==> config.mk <==
export PLATFORM = sky130hd
export DESIGN_NAME = dpts_core
export DESIGN_NICKNAME = d
export VERILOG_FILES = /design/src/include/dpts_pkg.sv /design/src/core/dpts_tap_decoder.sv /design/src/core/dpts_core.sv
export SDC_FILE = /design/constraint.sdc
export NUM_CORES = 1
export LEC_CHECK = 0
export ABC_AREA = 1
export BUFFER_PORTS_ARGS = -buffer_cell sky130_fd_sc_hd__buf_4
export CAP_MARGIN = 20
export CORE_MARGIN = 10
export CORE_UTILIZATION = 32
export DETAILED_ROUTE_END_ITERATION = 16
export GPL_ROUTABILITY_DRIVEN = 0
export PLACE_DENSITY_LB_ADDON = 0.15
export SYNTH_ARGS = -nofsm -noshare
export SYNTH_HDL_FRONTEND = slang
export SYNTH_SLANG_ARGS = --single-unit
==> constraint.sdc <==
create_clock -name mclk -period 3.4 [get_ports mclk]
set_input_delay 0.51 -clock mclk [delete_from_list [all_inputs] [get_ports mclk]]
set_output_delay 0.51 -clock mclk [all_outputs]
set_load 0.05 [all_outputs]
==> src/include/dpts_pkg.sv <==
// Package of constants and types for the dual potentiometer serial slave
package dpts_pkg;

    // ---------------------------------------------------------------
    // Sizes
    // ---------------------------------------------------------------
    localparam int STRAP_W    = 3;    // Strap bits, eight slaves per bus
    localparam int POTS       = 2;
    localparam int SAVED_NUM  = 4;    // Saved positions per potentiometer
    localparam int TAPS       = 256;  // Tap switches per potentiometer
    localparam int REG_ADDR_W = 4;

    // Device type nibble in the identification byte; value is arbitrary
    localparam logic [3:0] DEV_TYPE_DEFAULT = 4'h9;

    // ---------------------------------------------------------------
    // Serial bit counter marks
    // ---------------------------------------------------------------
    localparam logic [3:0] BIT_ACK  = 4'h8;  // Eight data bits seen
    localparam logic [3:0] BIT_DONE = 4'h9;  // Ninth clock high seen

    // ---------------------------------------------------------------
    // Reset values
    // ---------------------------------------------------------------
    localparam logic [7:0]      WIPER_RESET = 8'h00;
    localparam logic [7:0]      SAVED_RESET = 8'h80;
    localparam logic [TAPS-1:0] TAP_RESET   = 256'h1;

    // ---------------------------------------------------------------
    // Register port map
    // ---------------------------------------------------------------
    localparam logic [REG_ADDR_W-1:0] REG_WIPER0  = 4'h0;
    localparam logic [REG_ADDR_W-1:0] REG_WIPER1  = 4'h1;
    localparam logic [REG_ADDR_W-1:0] REG_STATUS  = 4'h2;
    localparam logic [REG_ADDR_W-1:0] REG_CONTROL = 4'h3;
    localparam int STAT_BUSY_BIT    = 0;
    localparam int STAT_REFUSED_BIT = 1;
    localparam int STAT_WP_BIT      = 2;
    localparam int CTRL_RECALL_BIT  = 0;

    // ---------------------------------------------------------------
    // Types
    // ---------------------------------------------------------------
    typedef enum logic [2:0] {
        ST_IDLE   = 3'b000,
        ST_ID     = 3'b001,
        ST_INSTR  = 3'b010,
        ST_RX     = 3'b011,
        ST_TX     = 3'b100,
        ST_IGNORE = 3'b101
    } dpts_state_type;

    // Instruction byte layout
    typedef struct packed {
        logic       rd;         // 1: slave sends the selected register
        logic [1:0] spare_hi;
        logic       saved_sel;  // 1: saved position, 0: wiper position
        logic [1:0] rptr;       // Saved position index
        logic       spare_lo;
        logic       pot;        // Potentiometer select
    } dpts_instr_type;

    // Register port request
    typedef struct packed {
        logic [REG_ADDR_W-1:0] addr;
        logic [7:0]            wdata;
        logic                  wr;
        logic                  rd;
    } dpts_bus_req_type;

endpackage

==> src/core/dpts_tap_decoder.sv <==
// One-hot tap switch decoder for one potentiometer wiper
module dpts_tap_decoder
    import dpts_pkg::*;
(
    input  wire logic            mclk,
    input  wire logic            reset_n,
    input  wire logic [7:0]      wiper,
    output logic      [TAPS-1:0] tap_en
);

    // ---------------------------------------------------------------
    // Decode
    // ---------------------------------------------------------------
    // Registered so exactly one switch is ever on, never a glitch of two
    always_ff @(posedge mclk or negedge reset_n) begin
        if (!reset_n) begin
            tap_en <= TAP_RESET;
        end else begin
            tap_en <= TAP_RESET << wiper;
        end
    end

endmodule // dpts_tap_decoder

==> src/core/dpts_core.sv <==
// Serial slave and register core of the dual digital potentiometer
// How it works
// - Sample data on each rising serial clock
// - Change sent data only after falling clock
// - Data line open drain: pull low or release
// - Continue only when address matches strap inputs
// - Strap bits give eight slaves per bus
// - Each pot: wiper plus four saved registers
// - Wiper value selects one of 256 taps
// - Power-up copies default saved into wiper
// - Eight-bit wiper decoded one-hot to switches
// - Write-protect low refuses saved register writes
//
// Implementation choices: the register addresses and strobed register access.
module dpts_core
    import dpts_pkg::*;
#(
    parameter logic [3:0] DEV_TYPE = DEV_TYPE_DEFAULT
)
(
    input  wire logic                   mclk,
    input  wire logic                   reset_n,
    input  wire logic                   scl,
    input  wire logic                   sda_in,
    output logic                        sda_out,
    output logic                        sda_oe_n,
    input  wire logic [STRAP_W-1:0]     address_strap_inputs,
    input  wire logic                   wp,
    input  wire dpts_bus_req_type       bus_req,
    output logic      [7:0]             rdata,
    output logic      [TAPS-1:0]        wiper_out_0,
    output logic      [TAPS-1:0]        wiper_out_1
);

    // ---------------------------------------------------------------
    // Pin synchronisers
    // ---------------------------------------------------------------
    localparam int PIN_W = STRAP_W + 3;

    logic [PIN_W-1:0]   pin_meta_r;
    logic [PIN_W-1:0]   pin_sync_r;
    logic               scl_s;
    logic               sda_s;
    logic               wp_s;
    logic [STRAP_W-1:0] strap_s;
    logic               scl_d_r;
    logic               sda_d_r;

    // All pins are asynchronous to mclk, so each passes two flops
    always_ff @(posedge mclk or negedge reset_n) begin
        if (!reset_n) begin
            pin_meta_r <= '1;  // Idle bus level, so no false edge
            pin_sync_r <= '1;
        end else begin
            pin_meta_r <= {address_strap_inputs, wp, sda_in, scl};
            pin_sync_r <= pin_meta_r;
        end
    end

    assign scl_s   = pin_sync_r[0];
    assign sda_s   = pin_sync_r[1];
    assign wp_s    = pin_sync_r[2];
    assign strap_s = pin_sync_r[PIN_W-1:3];

    // Delayed copies for edge and start/stop detection
    always_ff @(posedge mclk or negedge reset_n) begin
        if (!reset_n) begin
            scl_d_r <= 1'b1;
            sda_d_r <= 1'b1;
        end else begin
            scl_d_r <= scl_s;
            sda_d_r <= sda_s;
        end
    end

    // ---------------------------------------------------------------
    // Bus events
    // ---------------------------------------------------------------
    logic scl_rise;
    logic scl_fall;
    logic start_det;
    logic stop_det;

    // Data moving while the clock is high marks start or stop
    assign scl_rise  = scl_s & ~scl_d_r;
    assign scl_fall  = ~scl_s & scl_d_r;
    assign start_det = scl_s & scl_d_r & sda_d_r & ~sda_s;
    assign stop_det  = scl_s & scl_d_r & ~sda_d_r & sda_s;

    // ---------------------------------------------------------------
    // Serial state
    // ---------------------------------------------------------------
    dpts_state_type state_r;
    logic [3:0]     bit_cnt_r;
    logic [7:0]     shift_r;
    dpts_instr_type instr_r;
    logic           master_ack_r;
    logic           sda_oe_n_r;
    logic           sda_out_r;

    logic [7:0]     wiper_r [0:POTS-1];
    logic [7:0]     saved_r [0:POTS-1][0:SAVED_NUM-1];

    logic           byte_end;
    logic           id_match;
    logic           refused;
    logic           byte_ok;
    logic           write_fire;
    logic           refuse_evt;
    logic [7:0]     tx_byte;

    // Identification byte: type nibble high, strap bits low
    assign id_match = (shift_r[7:4] == DEV_TYPE) &&
                      (shift_r[STRAP_W-1:0] == strap_s);

    // Saved positions are protected while the protect pin is low
    assign refused    = instr_r.saved_sel & ~wp_s;
    assign byte_end   = scl_fall && (bit_cnt_r == BIT_ACK);
    assign write_fire = byte_end && (state_r == ST_RX) && !refused;
    assign refuse_evt = byte_end && (state_r == ST_RX) && refused;

    always_comb begin
        byte_ok = 1'b0;
        unique case (state_r)
            ST_ID:    byte_ok = id_match;
            ST_INSTR: byte_ok = 1'b1;
            ST_RX:    byte_ok = !refused;
            ST_IDLE, ST_TX, ST_IGNORE: byte_ok = 1'b0;
        endcase
    end

    // Byte the slave sends on a read instruction
    assign tx_byte = instr_r.saved_sel ?
                     saved_r[instr_r.pot][instr_r.rptr] :
                     wiper_r[instr_r.pot];

    // Protocol engine: bits counted on rising, line moved on falling
    always_ff @(posedge mclk or negedge reset_n) begin
        if (!reset_n) begin
            state_r      <= ST_IDLE;
            bit_cnt_r    <= 4'h0;
            shift_r      <= 8'h00;
            instr_r      <= '0;
            master_ack_r <= 1'b0;
            sda_oe_n_r   <= 1'b1;
        end else if (start_det) begin
            // A start restarts even an ignored transfer
            state_r    <= ST_ID;
            bit_cnt_r  <= 4'h0;
            sda_oe_n_r <= 1'b1;
        end else if (stop_det) begin
            state_r    <= ST_IDLE;
            bit_cnt_r  <= 4'h0;
            sda_oe_n_r <= 1'b1;
        end else if (state_r == ST_IDLE || state_r == ST_IGNORE) begin
            sda_oe_n_r <= 1'b1;
        end else if (scl_rise) begin
            if (bit_cnt_r < BIT_ACK) begin
                if (state_r != ST_TX) begin
                    shift_r <= {shift_r[6:0], sda_s};
                end
                bit_cnt_r <= bit_cnt_r + 4'h1;
            end else if (bit_cnt_r == BIT_ACK) begin
                master_ack_r <= ~sda_s;
                bit_cnt_r    <= BIT_DONE;
            end
        end else if (scl_fall) begin
            if (bit_cnt_r == BIT_ACK) begin
                // Ninth clock: acknowledge by pulling low, else release
                if (state_r == ST_TX) begin
                    sda_oe_n_r <= 1'b1;
                end else if (byte_ok) begin
                    sda_oe_n_r <= 1'b0;
                    if (state_r == ST_INSTR) begin
                        instr_r <= dpts_instr_type'(shift_r);
                    end
                end else begin
                    sda_oe_n_r <= 1'b1;
                    if (state_r == ST_ID) begin
                        state_r <= ST_IGNORE;
                    end
                end
            end else if (bit_cnt_r == BIT_DONE) begin
                bit_cnt_r  <= 4'h0;
                sda_oe_n_r <= 1'b1;
                unique case (state_r)
                    ST_ID: begin
                        state_r <= ST_INSTR;
                    end
                    ST_INSTR: begin
                        if (instr_r.rd) begin
                            // First bit goes out right after this edge
                            state_r    <= ST_TX;
                            shift_r    <= tx_byte;
                            sda_oe_n_r <= tx_byte[7];
                        end else begin
                            state_r <= ST_RX;
                        end
                    end
                    ST_RX: begin
                        state_r <= ST_RX;  // Further bytes rewrite
                    end
                    ST_TX: begin
                        // Master acknowledged: send the byte again
                        if (master_ack_r) begin
                            shift_r    <= tx_byte;
                            sda_oe_n_r <= tx_byte[7];
                        end else begin
                            state_r <= ST_IGNORE;
                        end
                    end
                    ST_IDLE, ST_IGNORE: begin
                        state_r <= state_r;
                    end
                endcase
            end else if (state_r == ST_TX && bit_cnt_r != 4'h0) begin
                // One new bit per clock, only after the falling edge
                shift_r    <= {shift_r[6:0], 1'b0};
                sda_oe_n_r <= shift_r[6];
            end
        end
    end

    // Output value is always low; only the enable moves the line
    always_ff @(posedge mclk or negedge reset_n) begin
        if (!reset_n) begin
            sda_out_r <= 1'b0;
        end else begin
            sda_out_r <= 1'b0;
        end
    end

    assign sda_out  = sda_out_r;
    assign sda_oe_n = sda_oe_n_r;

    // ---------------------------------------------------------------
    // Register port
    // ---------------------------------------------------------------
    logic recall_req;
    logic status_wr;
    logic recall_pend_r;
    logic refused_r;
    logic busy;
    logic [7:0] rdata_r;

    assign recall_req = bus_req.wr && (bus_req.addr == REG_CONTROL) &&
                        bus_req.wdata[CTRL_RECALL_BIT];
    assign status_wr  = bus_req.wr && (bus_req.addr == REG_STATUS);
    assign busy       = (state_r != ST_IDLE) && (state_r != ST_IGNORE);

    // Sticky refusal flag; a new refusal beats a clear in one cycle
    always_ff @(posedge mclk or negedge reset_n) begin
        if (!reset_n) begin
            refused_r <= 1'b0;
        end else if (refuse_evt) begin
            refused_r <= 1'b1;
        end else if (status_wr && bus_req.wdata[STAT_REFUSED_BIT]) begin
            refused_r <= 1'b0;
        end
    end

    // Read data stands for exactly the cycle after the strobe
    always_ff @(posedge mclk or negedge reset_n) begin
        if (!reset_n) begin
            rdata_r <= 8'h00;
        end else if (bus_req.rd) begin
            unique case (bus_req.addr)
                REG_WIPER0:  rdata_r <= wiper_r[0];
                REG_WIPER1:  rdata_r <= wiper_r[1];
                REG_STATUS: begin
                    rdata_r                   <= 8'h00;
                    rdata_r[STAT_BUSY_BIT]    <= busy;
                    rdata_r[STAT_REFUSED_BIT] <= refused_r;
                    rdata_r[STAT_WP_BIT]      <= wp_s;
                end
                default:     rdata_r <= 8'h00;  // Unmapped reads zero
            endcase
        end else begin
            rdata_r <= 8'h00;
        end
    end

    assign rdata = rdata_r;

    // ---------------------------------------------------------------
    // Potentiometer registers
    // ---------------------------------------------------------------
    // Reset takes constants only, so the recall runs one cycle later
    always_ff @(posedge mclk or negedge reset_n) begin
        if (!reset_n) begin
            recall_pend_r <= 1'b1;
        end else begin
            recall_pend_r <= 1'b0;
        end
    end

    // Saved positions; a real part keeps these in nonvolatile cells
    always_ff @(posedge mclk or negedge reset_n) begin
        if (!reset_n) begin
            for (int p = 0; p < POTS; p++) begin
                for (int s = 0; s < SAVED_NUM; s++) begin
                    saved_r[p][s] <= SAVED_RESET;
                end
            end
        end else if (write_fire && instr_r.saved_sel) begin
            saved_r[instr_r.pot][instr_r.rptr] <= shift_r;
        end
    end

    // Wiper positions: recall from the default saved slot or write
    always_ff @(posedge mclk or negedge reset_n) begin
        if (!reset_n) begin
            for (int p = 0; p < POTS; p++) begin
                wiper_r[p] <= WIPER_RESET;
            end
        end else if (recall_pend_r || recall_req) begin
            for (int p = 0; p < POTS; p++) begin
                wiper_r[p] <= saved_r[p][0];
            end
        end else if (write_fire && !instr_r.saved_sel) begin
            wiper_r[instr_r.pot] <= shift_r;
        end
    end

    // ---------------------------------------------------------------
    // Tap switch enables
    // ---------------------------------------------------------------
    // Each wiper value turns on one of the tap switches
    dpts_tap_decoder u_dec0 (
        .mclk    (mclk),
        .reset_n (reset_n),
        .wiper   (wiper_r[0]),
        .tap_en  (wiper_out_0)
    );

    dpts_tap_decoder u_dec1 (
        .mclk    (mclk),
        .reset_n (reset_n),
        .wiper   (wiper_r[1]),
        .tap_en  (wiper_out_1)
    );

endmodule // dpts_core

After elaboration in Yosys (flattened, before gate mapping) --
Cells that the tools add are included.
Word-level totals: register bits after elaboration 638, input port bits 22, output and inout bits 522, logic and storage cells 198
Cells by class: add/subtract/negate cells 1, order comparisons 5, equal/unequal tests 30, shifts and indexed selects 2, multiplexer cells 70, bitwise gates (word level) 21, reductions and logical operators 41
Operators by type and width (number):
- 1-bit by 8-bit << shifter with 256-bit output (first input constant) | 2
- 8-bit 2-to-1 mux | 18
- 32-bit 2-to-1 mux | 4
- 64-bit bitwise mux | 1
- 3-bit 2-to-1 mux | 12
- 4-bit 2-to-1 mux | 9
- 32-bit demux with 1-bit select | 1
- 16-bit 2-to-1 mux | 2
- 4-bit inequality test (second input constant) | 8
- 8-bit case mux with 3 select lines | 1
- 4-bit nonzero test | 5
- 9-bit AND reduction | 2
- 8-bit binary-select mux with 2-bit select | 1
- 16-bit bitwise mux | 1
- 8-bit demux with 2-bit select | 1
- 8-bit case mux with 2 select lines | 1
- 1-bit logical AND | 15
- 1-bit 2-to-1 mux | 14
- 4-bit equality test (second input constant) | 3
- 3-bit case mux with 4 select lines | 1
- 1-bit inverter | 11
- 11-bit AND reduction | 1
- 3-bit inequality test (second input constant) | 3
- 3-bit nonzero test | 3
- 35 further kinds | 50

Depth between registers and ports, before layout --
Gate-level depths: netlist of run 1.
word-level depth 17, depth in mapped cells 12, mapped depth without buffers 12

Cells and area by module --
From an unflattened synthesis of run 1, not the netlist that was laid out.
Unflattened totals: cell total of the unflattened synthesis 2272, area, all modules 23371.2 µm²
Modules (own cells, without submodules):
- dpts_tap_decoder | instances 2, cells each 744, area each 8639.5 µm², sequential area each 6407.4 µm²
- dpts_core | instances 1, cells each 784, area each 6092.1 µm², sequential area each 3183.1 µm²

Worst setup path before layout of run 1 --
OpenSTA, ideal clock, no wires.
path kind flip-flop to flip-flop, start register bit_cnt_r[0], end register wiper_r[9] in the netlist's numbering, library setup time 0.119 ns, data arrival time 1.775 ns, data required time 3.281 ns, setup slack 1.507 ns, cell stages (with the launch flop) 10, buffers on the path 1, clock period less this slack 1.893 ns, cells stage by stage dfrtp_1 > inv_1 > ha_1 > inv_1 > nor2_4 > nand3_4 > o21ai_2 > nand2_1 > buf_2 > o21a_1
On the way: longest elaborated chain between the ends 6
RTL lines:
- from (decl) | line dpts_core.sv:94 | logic [3:0] bit_cnt_r;
- from (signal assigned) | line dpts_core.sv:162 | bit_cnt_r <= bit_cnt_r + 4'h1;
- 4-bit equality test | line dpts_core.sv:118 | assign byte_end = scl_fall && (bit_cnt_r == BIT_ACK);
- 1-bit logical AND | line dpts_core.sv:118
- 1-bit logical AND (2 in a row) | line dpts_core.sv:119 | assign write_fire = byte_end && (state_r == ST_RX) && !refused;
- 1-bit logical AND | line dpts_core.sv:320 | end else if (write_fire && !instr_r.saved_sel) begin
- 2-bit nonzero test (no source line)
- to (signal, indexed assignment) | line dpts_core.sv:318 | wiper_r[p] <= saved_r[p][0];
- to (signal, indexed assignment) | line dpts_core.sv:321 | wiper_r[instr_r.pot] <= shift_r;
- to (decl) | line dpts_core.sv:101 | logic [7:0] wiper_r [0:POTS-1];
No other way between the ends. A chain may end at the register's enable or synchronous reset.

Final worst setup path of run 1 --
start register wiper_r[12] in the netlist's numbering, end register u_dec0.tap_en[148]
On the way: longest elaborated chain between the ends 1
RTL lines:
- 1-bit by 8-bit << shifter with 256-bit output | line dpts_tap_decoder.sv:19 | tap_en <= TAP_RESET << wiper;
- to (signal assigned) | line dpts_tap_decoder.sv:19
- to (decl) | line dpts_tap_decoder.sv:8 | output logic [TAPS-1:0] tap_en
No other way between the ends.

==> results of run 1 <==
==> worst register-to-register path, delay by kind of cell, from the launching register on <==
kind	cells	cell delay (ps)
buf+inv	1	620
flops	1	880
simple gates	3	960
==> final timing paths <==
| path | startpoint | slack, ps | end | cells past startpoint |
|---|---|---|---|---|
| max | wiper_r[12] | 870 | u_dec0.tap_en[148] | 4 |
| min | bus_req[0] | 150 | rdata[2] | 3 |
| max reg2reg | wiper_r[12] | 870 | u_dec0.tap_en[148] | 4 |
| min reg2reg | pin_meta_r[0] | 350 | pin_sync_r[0] | 0 |
| max in group asynchronous | reset_n | 1870 | u_dec1.tap_en[23] | 4 |
| min in group asynchronous | reset_n | 400 | u_dec1.tap_en[230] | 2 |
==> report_power, final <==
| group | switching, uW | internal (uW) | leakage [uW] |
|---|---|---|---|
| registers | 203 | 7770 | 0.00875 |
| clock network | 3210 | 4750 | 0.00118 |
| logic | 1940 | 398 | 0.00593 |
| total | 5360 | 12900 | 0.0159 |
==> cell families after synthesis <==
family / share of synthesized area, %
other: 0.01609
DFF: 68.63
xor gates and xnor gates: 0.03758
AOI/OAI and AO/OA: 3.629
buffers and inverters: 4.235
adders and majority gates: 0.3221
and+or+nand+nor: 23.13
==> final cells by class <==
type / instances / area, um2 / share of cell area (%)
multi-input cells: 1396 / 6327 / 20.42
inverters: 89 / 337.8 / 1.090
clock inverters: 21 / 347.8 / 1.123
clock buffers: 111 / 2091 / 6.747
repair buffers: 607 / 4682 / 15.11
well taps: 950 / 1189 / 3.836
flip-flops and latches: 638 / 16010 / 51.68
==> what timing repair did <==
action | in CTS | in global routing
endpoints found under the hold margin | 39 | 0
hold buffers | 7 | 0
setup endpoints to repair | 0 | 0
resized for setup | 0 | 0
==> routing by layer <==
metal | up-vias | wire length, um | part of all wire (%)
met3 | 142 | 5896 | 6.5
met2 | 778 | 44140 | 49
met5 | - | 0 | 0
met1 | 9664 | 37890 | 42
met4 | 0 | 2946 | 3.2
li1 | 8507 | - | -
==> sequential cells by signal (all words and copies together) (netlist names) <==
name	count
shift_r	8
bit_cnt_r	4
recall_pend_r	1
sda_d_r	1
wiper_r	16
u_dec1.tap_en	256
pin_sync_r	6
pin_meta_r	6
instr_r	5
refused_r	1
state_r	3
sda_oe_n	1
rdata	8
scl_d_r	1
u_dec0.tap_en	256
saved_r	64
master_ack_r	1
==> layout by cell type, fill, tap and decap left out, types with 7 or more instances in the layout <==
master,n
nand2_1,262
dfrtp_1,604
nand3_1,116
buf_12,8
nor2_1,595
clkbuf_1,27
inv_1,75
clkbuf_8,10
clkbuf_16,74
buf_4,591
nor3_1,44
dfstp_2,26
o21a_1,11
o21ai_0,105
clkinv_2,8
nand4_1,197
a21oi_1,29
dlygate4sd3_1,7
==> stage by stage <==
step / std cells / hold WS [ps] / cell area [um2]
2_1_floorplan: 2292 / 214.4 / 23310
3_3_place_gp: 3673 / 345.5 / 28480
3_5_place_dp: 3673 / 348.4 / 28480
4_1_cts: 3812 / 114.0 / 30990
5_1_grt: 3812 / 157.8 / 30990
6_report: 3812 / 147.5 / 30990
==> results.py, run 1 <==
metrics = {
    "placement": {
        "post-place-ws_ps": 794.7,
        "numPortBuffers": 536,
        "place_hpwl_um": 64380,
    },
    "global_routing": {
        "grt_pass1_vias": 18970,
        "grt_pass1_wl_um": 133700,
        "grt_max_degree": 132,
        "busiest_layer": "met2",
        "grtUsageMet1_pct": 26.87,
        "use_met3_pct": 4.643,
        "gr-total-overflow": 0,
        "globalRouteMet2Util_pct": 34.34,
        "antenna_found_initial": 0,
        "grtUsageTotal_pct": 20.87,
    },
    "critical_path": {
        "crit_path_end_kind": "flip-flop",
        "required_ps": 3950,
        "path_class": "reg2reg",
        "crit_family": "simple AND/OR/NAND/NOR gates",
        "arrival_ps": 3080,
        "slowest_stage": "dfrtp_2",
        "path_common_cell": "nor2_1",
        "crit_path_cell_trace": "clkinv_1 > nor2_1 > nand3_1 > nor2_1",
        "max_stage_delay_ps": 880,
        "cp-start-kind": "flip-flop",
        "worstPathMaxFanout": 32,
        "worst-path-buf-inv": 1,
    },
    "detailed_routing": {
        "route.detailed.drc": 0,
        "vias": 19090,
        "routedWlPerCell_um": 23.84,
        "via_per_inst": 5.008,
        "drtAntennaViolNets": 0,
        "first_pass_iters": 5,
        "wirelength_um": 90880,
        "drt_iter0_drc": 1621,
    },
    "power_and_ir_drop": {
        "power_density_mw_per_mm2": 589.6,
        "totalPowerFinal_uw": 18270,
        "p_leak_uw": 0.01586,
        "vdd_drop_max_v": 0.0003237,
    },
    "logic_synthesis": {
        "synth_area_mm2": 0.02331,
        "synth.avg_cell_area_um2": 10.17,
        "synthDistinctLibCells": 35,
        "ys_ff_latch": 638,
        "synthTopCellsByArea": "dfrtp_1, nor2_1, nand4_1",
        "synth_seq_area_share_pct": 68.63,
        "netlist_top_cells_count": "dfrtp_1, nor2_1, nand2_1",
        "synth_cells": 2291,
        "ys_warn_count": 0,
        "synth_ff_type": "dfrtp_1",
        "asyncSetResetFlopFracSynth_pct": 100.0,
        "yosysMostFrequentCell": "dfrtp_1",
        "yosysTopAreaCellShare_pct": 65.70,
        "yosys.area.top_type": "dfrtp_1",
        "synth_edf_count": 0,
    },
    "timing": {
        "fmax_ghz": 0.3950,
        "finalHoldViolCount": 0,
        "max_slew_margin_pct": 27.57,
        "timing.setup.tns_ps": 0,
        "skew_ps": 27.05,
        "setup_viol": 0,
        "drv_slew": 0,
        "period_needed_ps": 2531,
        "fin_ws_ps": 868.6,
        "tightest_slew_ps": 1082,
        "rsz0062_at_grt": "false",
        "fin_crit_sh_pct": 74.45,
    },
    "clock_tree": {
        "postCtsSetupBuffers": 0,
        "cts.htree.levels": 3,
        "cts-root-buf": "clkbuf_16",
        "clk_pin_slew_ps": 60,
        "cts_sinks": 638,
        "insertion_delay_ps": 640,
        "cts_tree": "built",
        "cts_buffer_depth": 3,
        "numCtsBuffers": 73,
    },
    "floorplan": {
        "die_h_um": 289.9,
        "core_mm2": 0.07185,
        "die_x_um": 289.9,
        "initial_core_util_pct": 32.44,
        "row_count": 98,
        "die_area_mm2": 0.08403,
        "io_pins": 544,
    },
    "layout": {
        "drive_gt1_share_pct": 26.55,
        "fillerInstances": 6900,
        "antennaDiodeCount": 0,
        "nets": 2833,
        "final_util_pct": 43.13,
        "syn2layout_area_growth_pct": 32.94,
    },
    "outcome": {
        "status": "finished clean",
    },
    "flow_run": {
        "max-cap-violations": 0,
    },
    "hold_path": {
        "hold_path.class": "in2reg",
    },
}
Power figures use the tool's default switching activity.
==> inputs of run 2 (changes only) <==
==> constraint.sdc (replaced) <==
create_clock -name mclk -period 2.47 [get_ports mclk]
set_input_delay 0.3705 -clock mclk [delete_from_list [all_inputs] [get_ports mclk]]
set_output_delay 0.3705 -clock mclk [all_outputs]
set_load 0.05 [all_outputs]
==> results.py, run 2 (same netlist as run 1, synthesis figures left out) <==
metrics = {
    "critical_path": {
        "path_class": "reg2reg",
        "arrival_ps": 2840,
        "worst-path-buf-inv": 1,
        "crit_path_cell_trace": "clkinv_1 > nor2_1 > nand3_1 > nor2_1",
        "max_stage_delay_ps": 630,
        "r2r-start": "wiper_r[12]",
        "cp-start-kind": "flip-flop",
        "cp-startpoint": "wiper_r[12]",
        "path_common_cell": "nor2_1",
        "r2r_cells": 4,
        "r2r_slack_ps": 170,
        "crit_path_end_kind": "flip-flop",
        "slowest_stage": "nor2_1",
        "required_ps": 3010,
        "rr_endpoint": "u_dec0.tap_en[148]",
        "crit_family": "simple AND/OR/NAND/NOR gates",
        "worstPathMaxFanout": 18,
    },
    "power_and_ir_drop": {
        "p_leak_uw": 0.01607,
        "totalPowerFinal_uw": 25110,
        "vdd_drop_max_v": 0.0004382,
        "power_density_mw_per_mm2": 801.0,
    },
    "detailed_routing": {
        "vias": 19210,
        "routedWlPerCell_um": 23.75,
        "wirelength_um": 91290,
        "drt_iter0_drc": 1691,
        "first_pass_iters": 6,
        "drtAntennaViolNets": 0,
        "via_per_inst": 4.997,
        "route.detailed.drc": 0,
    },
    "clock_tree": {
        "cts.htree.levels": 3,
        "clk_pin_slew_ps": 60,
        "cts_buffer_depth": 3,
        "numCtsBuffers": 71,
        "cts_sinks": 638,
        "insertion_delay_ps": 610,
        "cts-root-buf": "clkbuf_16",
        "cts_tree": "built",
    },
    "placement": {
        "numPortBuffers": 536,
        "post-place-ws_ps": 217.0,
        "place_hpwl_um": 65170,
    },
    "global_routing": {
        "gr-total-overflow": 0,
        "grt_max_degree": 131,
        "antenna_found_initial": 0,
        "grtUsageTotal_pct": 20.98,
        "grt_pass1_vias": 19200,
        "grt_pass1_wl_um": 134900,
    },
    "timing": {
        "drv_slew": 0,
        "skew_ps": 25.75,
        "setup_viol": 0,
        "fin_crit_sh_pct": 93.15,
        "period_needed_ps": 2301,
        "rsz0062_at_grt": "false",
        "timing.setup.tns_ps": 0,
        "fin_ws_ps": 169.3,
        "max_slew_margin_pct": 26.48,
        "fin_hold_ws_ps": 48.70,
        "fmax_ghz": 0.4346,
        "tightest_slew_ps": 1099,
        "finalHoldViolCount": 0,
    },
    "hold_path": {
        "worstHoldStart": "bus_req[0]",
        "hold_path.class": "in2reg",
        "hold_path_depth": 3,
        "hold_path_end": "rdata[2]",
    },
    "layout": {
        "final_util_pct": 43.63,
        "top_regs": "u_dec0.tap_en: 256 flops, u_dec1.tap_en: 256 flops, saved_r: 64 flops",
        "drive_gt1_share_pct": 27.68,
        "nets": 2869,
        "fillerInstances": 6922,
        "final_common_cell": "buf_4",
        "antennaDiodeCount": 0,
        "syn2layout_area_growth_pct": 34.51,
        "final_cell_mix": "buf_4, dfrtp_1, nor2_1",
    },
    "floorplan": {
        "die_x_um": 289.9,
        "initial_core_util_pct": 32.44,
        "row_count": 98,
        "die_h_um": 289.9,
        "die_area_mm2": 0.08403,
        "io_pins": 544,
        "core_mm2": 0.07185,
    },
    "flow_run": {
        "max-cap-violations": 0,
    },
    "outcome": {
        "status": "finished clean",
    },
}
## run 2: changes by cell type in the layout (fill, tap and decap cells not counted), sizes merged
cell      delta
clkinv       +1
inv          +2
clkbuf      -10
buf         +38
clkinvlp     +1
## run 2: report_power, final
part	internal, uW	leakage, uW	total (uW)	switching [uW]
Sequential	10700	0.00875	10900	210
Clock	6380	0.00115	10700	4360
Combinational	676	0.00617	3480	2800
## run 2: final cells by class
cell class,count,area [um2],share of cell area (%)
clock buffers,101,2021,6.445
clock inverters,25,342.8,1.094
inverters,89,337.8,1.078
multi-input cells,1396,6327,20.18
flip-flops and latches,638,16010,51.08
well taps,950,1189,3.791
repair buffers,645,5121,16.33
## run 2: worst max path at each step
| stage | end | cells past startpoint |
|---|---|---|
| 2_1_floorplan | wiper_r[9] | 9 |
| 3_3_place_gp | wiper_r[0] | 8 |
| 3_5_place_dp | wiper_r[0] | 8 |
| 4_1_cts | u_dec0.tap_en[20] | 4 |
| 5_1_grt | u_dec0.tap_en[20] | 4 |
| 6_report | u_dec0.tap_en[148] | 4 |
## run 2: timing repair
item                      4_1_cts  5_1_grt
hold buffers                    7        0
resized for setup               0        0
hold endpoints to repair       46        0
setup buffers                   0        0
## run 2: per-stage QoR
stage                     instances  instance area (um2)
after global placement         3710                28910
final                          3844                31350
after global routing           3844                31350
after floorplan                2292                23310
after detailed placement       3711                28920
after CTS                      3844                31350
## run 2: worst min-delay path, delay by kind of cell
kind | cells | cell delay [ps]
buffers and inverters | 2 | 170
and+or+nand+nor | 1 | 60
## run 2: routing by layer
layer / part of all wire (%) / vias to the layer above / GRT usage [%]
li1: - / 8578 / -
met1: 42 / 9708 / 27.51
met2: 49 / 782 / 35.01
met3: 5.9 / 139 / 4.011
met4: 2.5 / 0 / 5.675
met5: 0 / - / 0
==> inputs of run 3 (changes only) <==
--- a/config.mk
+++ b/config.mk
@@ -10,6 +10,7 @@
 export CAP_MARGIN = 20
 export CORE_MARGIN = 10
 export CORE_UTILIZATION = 32
+export CTS_CLUSTER_SIZE = 20
 export DETAILED_ROUTE_END_ITERATION = 16
 export GPL_ROUTABILITY_DRIVEN = 0
 export PLACE_DENSITY_LB_ADDON = 0.15
==> constraint.sdc (replaced) <==
create_clock -name mclk -period 2 [get_ports mclk]
set_input_delay 0.3 -clock mclk [delete_from_list [all_inputs] [get_ports mclk]]
set_output_delay 0.3 -clock mclk [all_outputs]
set_load 0.05 [all_outputs]
==> results.py, run 3 (same netlist as run 1, synthesis figures left out) <==
metrics = {
    "hold_path": {
        "hold_path_depth": 4,
        "hold_path.class": "in2reg",
        "hold_path_end": "refused_r",
        "worstHoldStart": "bus_req[3]",
    },
    "global_routing": {
        "antenna_found_initial": 0,
        "grt_max_degree": 130,
        "grt_pass1_wl_um": 136500,
        "gr-total-overflow": 0,
        "grt_pass1_vias": 19570,
        "grtUsageTotal_pct": 21.27,
    },
    "layout": {
        "stdcell_area_mm2": 0.03207,
        "top_regs": "u_dec0.tap_en: 256 flops, u_dec1.tap_en: 256 flops, saved_r: 64 flops",
        "drive_gt1_share_pct": 29.68,
        "final_cell_mix": "buf_4, dfrtp_1, nor2_1",
        "syn2layout_area_growth_pct": 37.58,
        "antennaDiodeCount": 0,
        "final_common_cell": "buf_4",
        "fillerInstances": 6841,
        "nets": 2922,
    },
    "detailed_routing": {
        "wirelength_um": 92520,
        "first_pass_iters": 6,
        "via_per_inst": 5.024,
        "drt_iter0_drc": 1904,
        "route.detailed.drc": 0,
        "vias": 19600,
        "drtAntennaViolNets": 0,
        "routedWlPerCell_um": 23.72,
    },
    "critical_path": {
        "crit_path_end_kind": "flip-flop",
        "crit_path_cell_trace": "inv_2 > ha_4 > inv_2 > nor2_4 > nand3_4 > buf_4 > o21ai_4 > nand2_2 > buf_8 > o21a_1",
        "cp-start-kind": "flip-flop",
        "worstPathMaxFanout": 8,
        "crit_family": "buffers and inverters",
        "required_ps": 2490,
        "rr_endpoint": "wiper_r[14]",
        "r2r-start": "bit_cnt_r[0]",
        "path_class": "reg2reg",
        "worst-path-buf-inv": 4,
        "arrival_ps": 2380,
        "path_common_cell": "inv_2",
        "max_stage_delay_ps": 400,
        "r2r_slack_ps": 110,
        "r2r_cells": 10,
        "slowest_stage": "dfrtp_1",
    },
    "timing": {
        "drv_slew": 0,
        "fmax_ghz": 0.5303,
        "finalHoldViolCount": 0,
        "period_needed_ps": 1886,
        "max_slew_margin_pct": 48.27,
        "timing.setup.tns_ps": 0,
        "setup_viol": 0,
        "fin_crit_sh_pct": 94.28,
        "tightest_slew_ps": 775.9,
        "skew_ps": 27.02,
    },
    "placement": {
        "place_hpwl_um": 66130,
        "place_area_mm2": 0.02934,
        "numPortBuffers": 536,
    },
    "power_and_ir_drop": {
        "p_leak_uw": 0.01645,
        "vdd_drop_max_v": 0.0005624,
        "power_density_mw_per_mm2": 994.6,
    },
    "clock_tree": {
        "cts_buffer_depth": 3,
        "cts_sinks": 638,
        "numCtsBuffers": 71,
        "cts.htree.levels": 3,
        "cts-root-buf": "clkbuf_16",
        "clk_pin_slew_ps": 60,
        "cts_tree": "built",
        "insertion_delay_ps": 630,
    },
    "floorplan": {
        "initial_core_util_pct": 32.44,
        "io_pins": 544,
        "row_count": 98,
        "die_area_mm2": 0.08403,
        "die_h_um": 289.9,
        "core_mm2": 0.07185,
        "die_x_um": 289.9,
    },
    "outcome": {
        "status": "finished clean",
    },
    "flow_run": {
        "max-cap-violations": 0,
    },
}
-- run 3: area by class of cell --
type	count	area [um2]	area share (%)
multi-input combinational	1396	6380	19.89
sequential	638	16010	49.93
timing repair buffer	698	5618	17.52
inverter	89	337.8	1.053
clock inverter	37	561.8	1.752
tap	950	1189	3.707
clock buffer	93	1969	6.141
-- run 3: through the flow --
step / hold WS (ps) / total power, uW / util [%] / cells / worst slack [ps]
after detailed placement: 239.2 / 18190 / 40.84 / 3758 / -38.88
after CTS: 61.12 / 32120 / 44.48 / 3896 / 25.38
after floorplan: 4.409 / 15950 / - / 2292 / 106.7
final: 96.90 / 31890 / 44.63 / 3901 / 114.4
after global routing: 160.4 / 33040 / 44.63 / 3901 / -3.994
after global placement: 222.0 / 18140 / 40.84 / 3758 / 20.80
-- run 3: worst max path at each step --
| stage | end | slack, ps | startpoint | depth (start not counted) |
|---|---|---|---|---|
| after global placement | wiper_r[4] | 20 | bit_cnt_r[0] | 9 |
| final | wiper_r[14] | 110 | bit_cnt_r[0] | 10 |
| after CTS | wiper_r[14] | 30 | bit_cnt_r[0] | 10 |
| after detailed placement | wiper_r[0] | -40 | bit_cnt_r[0] | 9 |
| after floorplan | wiper_r[9] | 110 | bit_cnt_r[0] | 9 |
| after global routing | wiper_r[14] | -4 | bit_cnt_r[0] | 10 |
-- run 3: where the power goes --
group | leakage, uW | total (uW) | internal [uW] | switching (uW)
Combinational | 0.00647 | 4570 | 1040 | 3530
Sequential | 0.00875 | 13400 | 13200 | 244
Clock | 0.00123 | 13900 | 8250 | 5630
-- run 3: worst reg2reg max path, cell delays in order (launching register included) --
cell,delay (ps)
dfrtp_1,400
inv_2,90
ha_4,140
inv_2,50
nor2_4,160
nand3_4,100
buf_4,160
o21ai_4,200
nand2_2,130
buf_8,160
o21a_1,180
-- run 3: what timing repair did --
item | CTS | global route
buffers inserted | 0 | 4
gates resized for setup | 2 | 18
hold endpoints to repair | 138 | 0
hold buffers | 8 | 0
cloned | 0 | 1
pin swaps | 1 | 4
setup endpoints to repair | 16 | 73
-- run 3: layer usage --
metal / vias up / part of all wire, % / global-route usage, %
li1: 8699 / - / -
met4: 0 / 3.5 / 7.655
met5: - / 0 / 0
met2: 834 / 49 / 35.08
met1: 9908 / 42 / 27.60
met3: 156 / 5.9 / 3.920
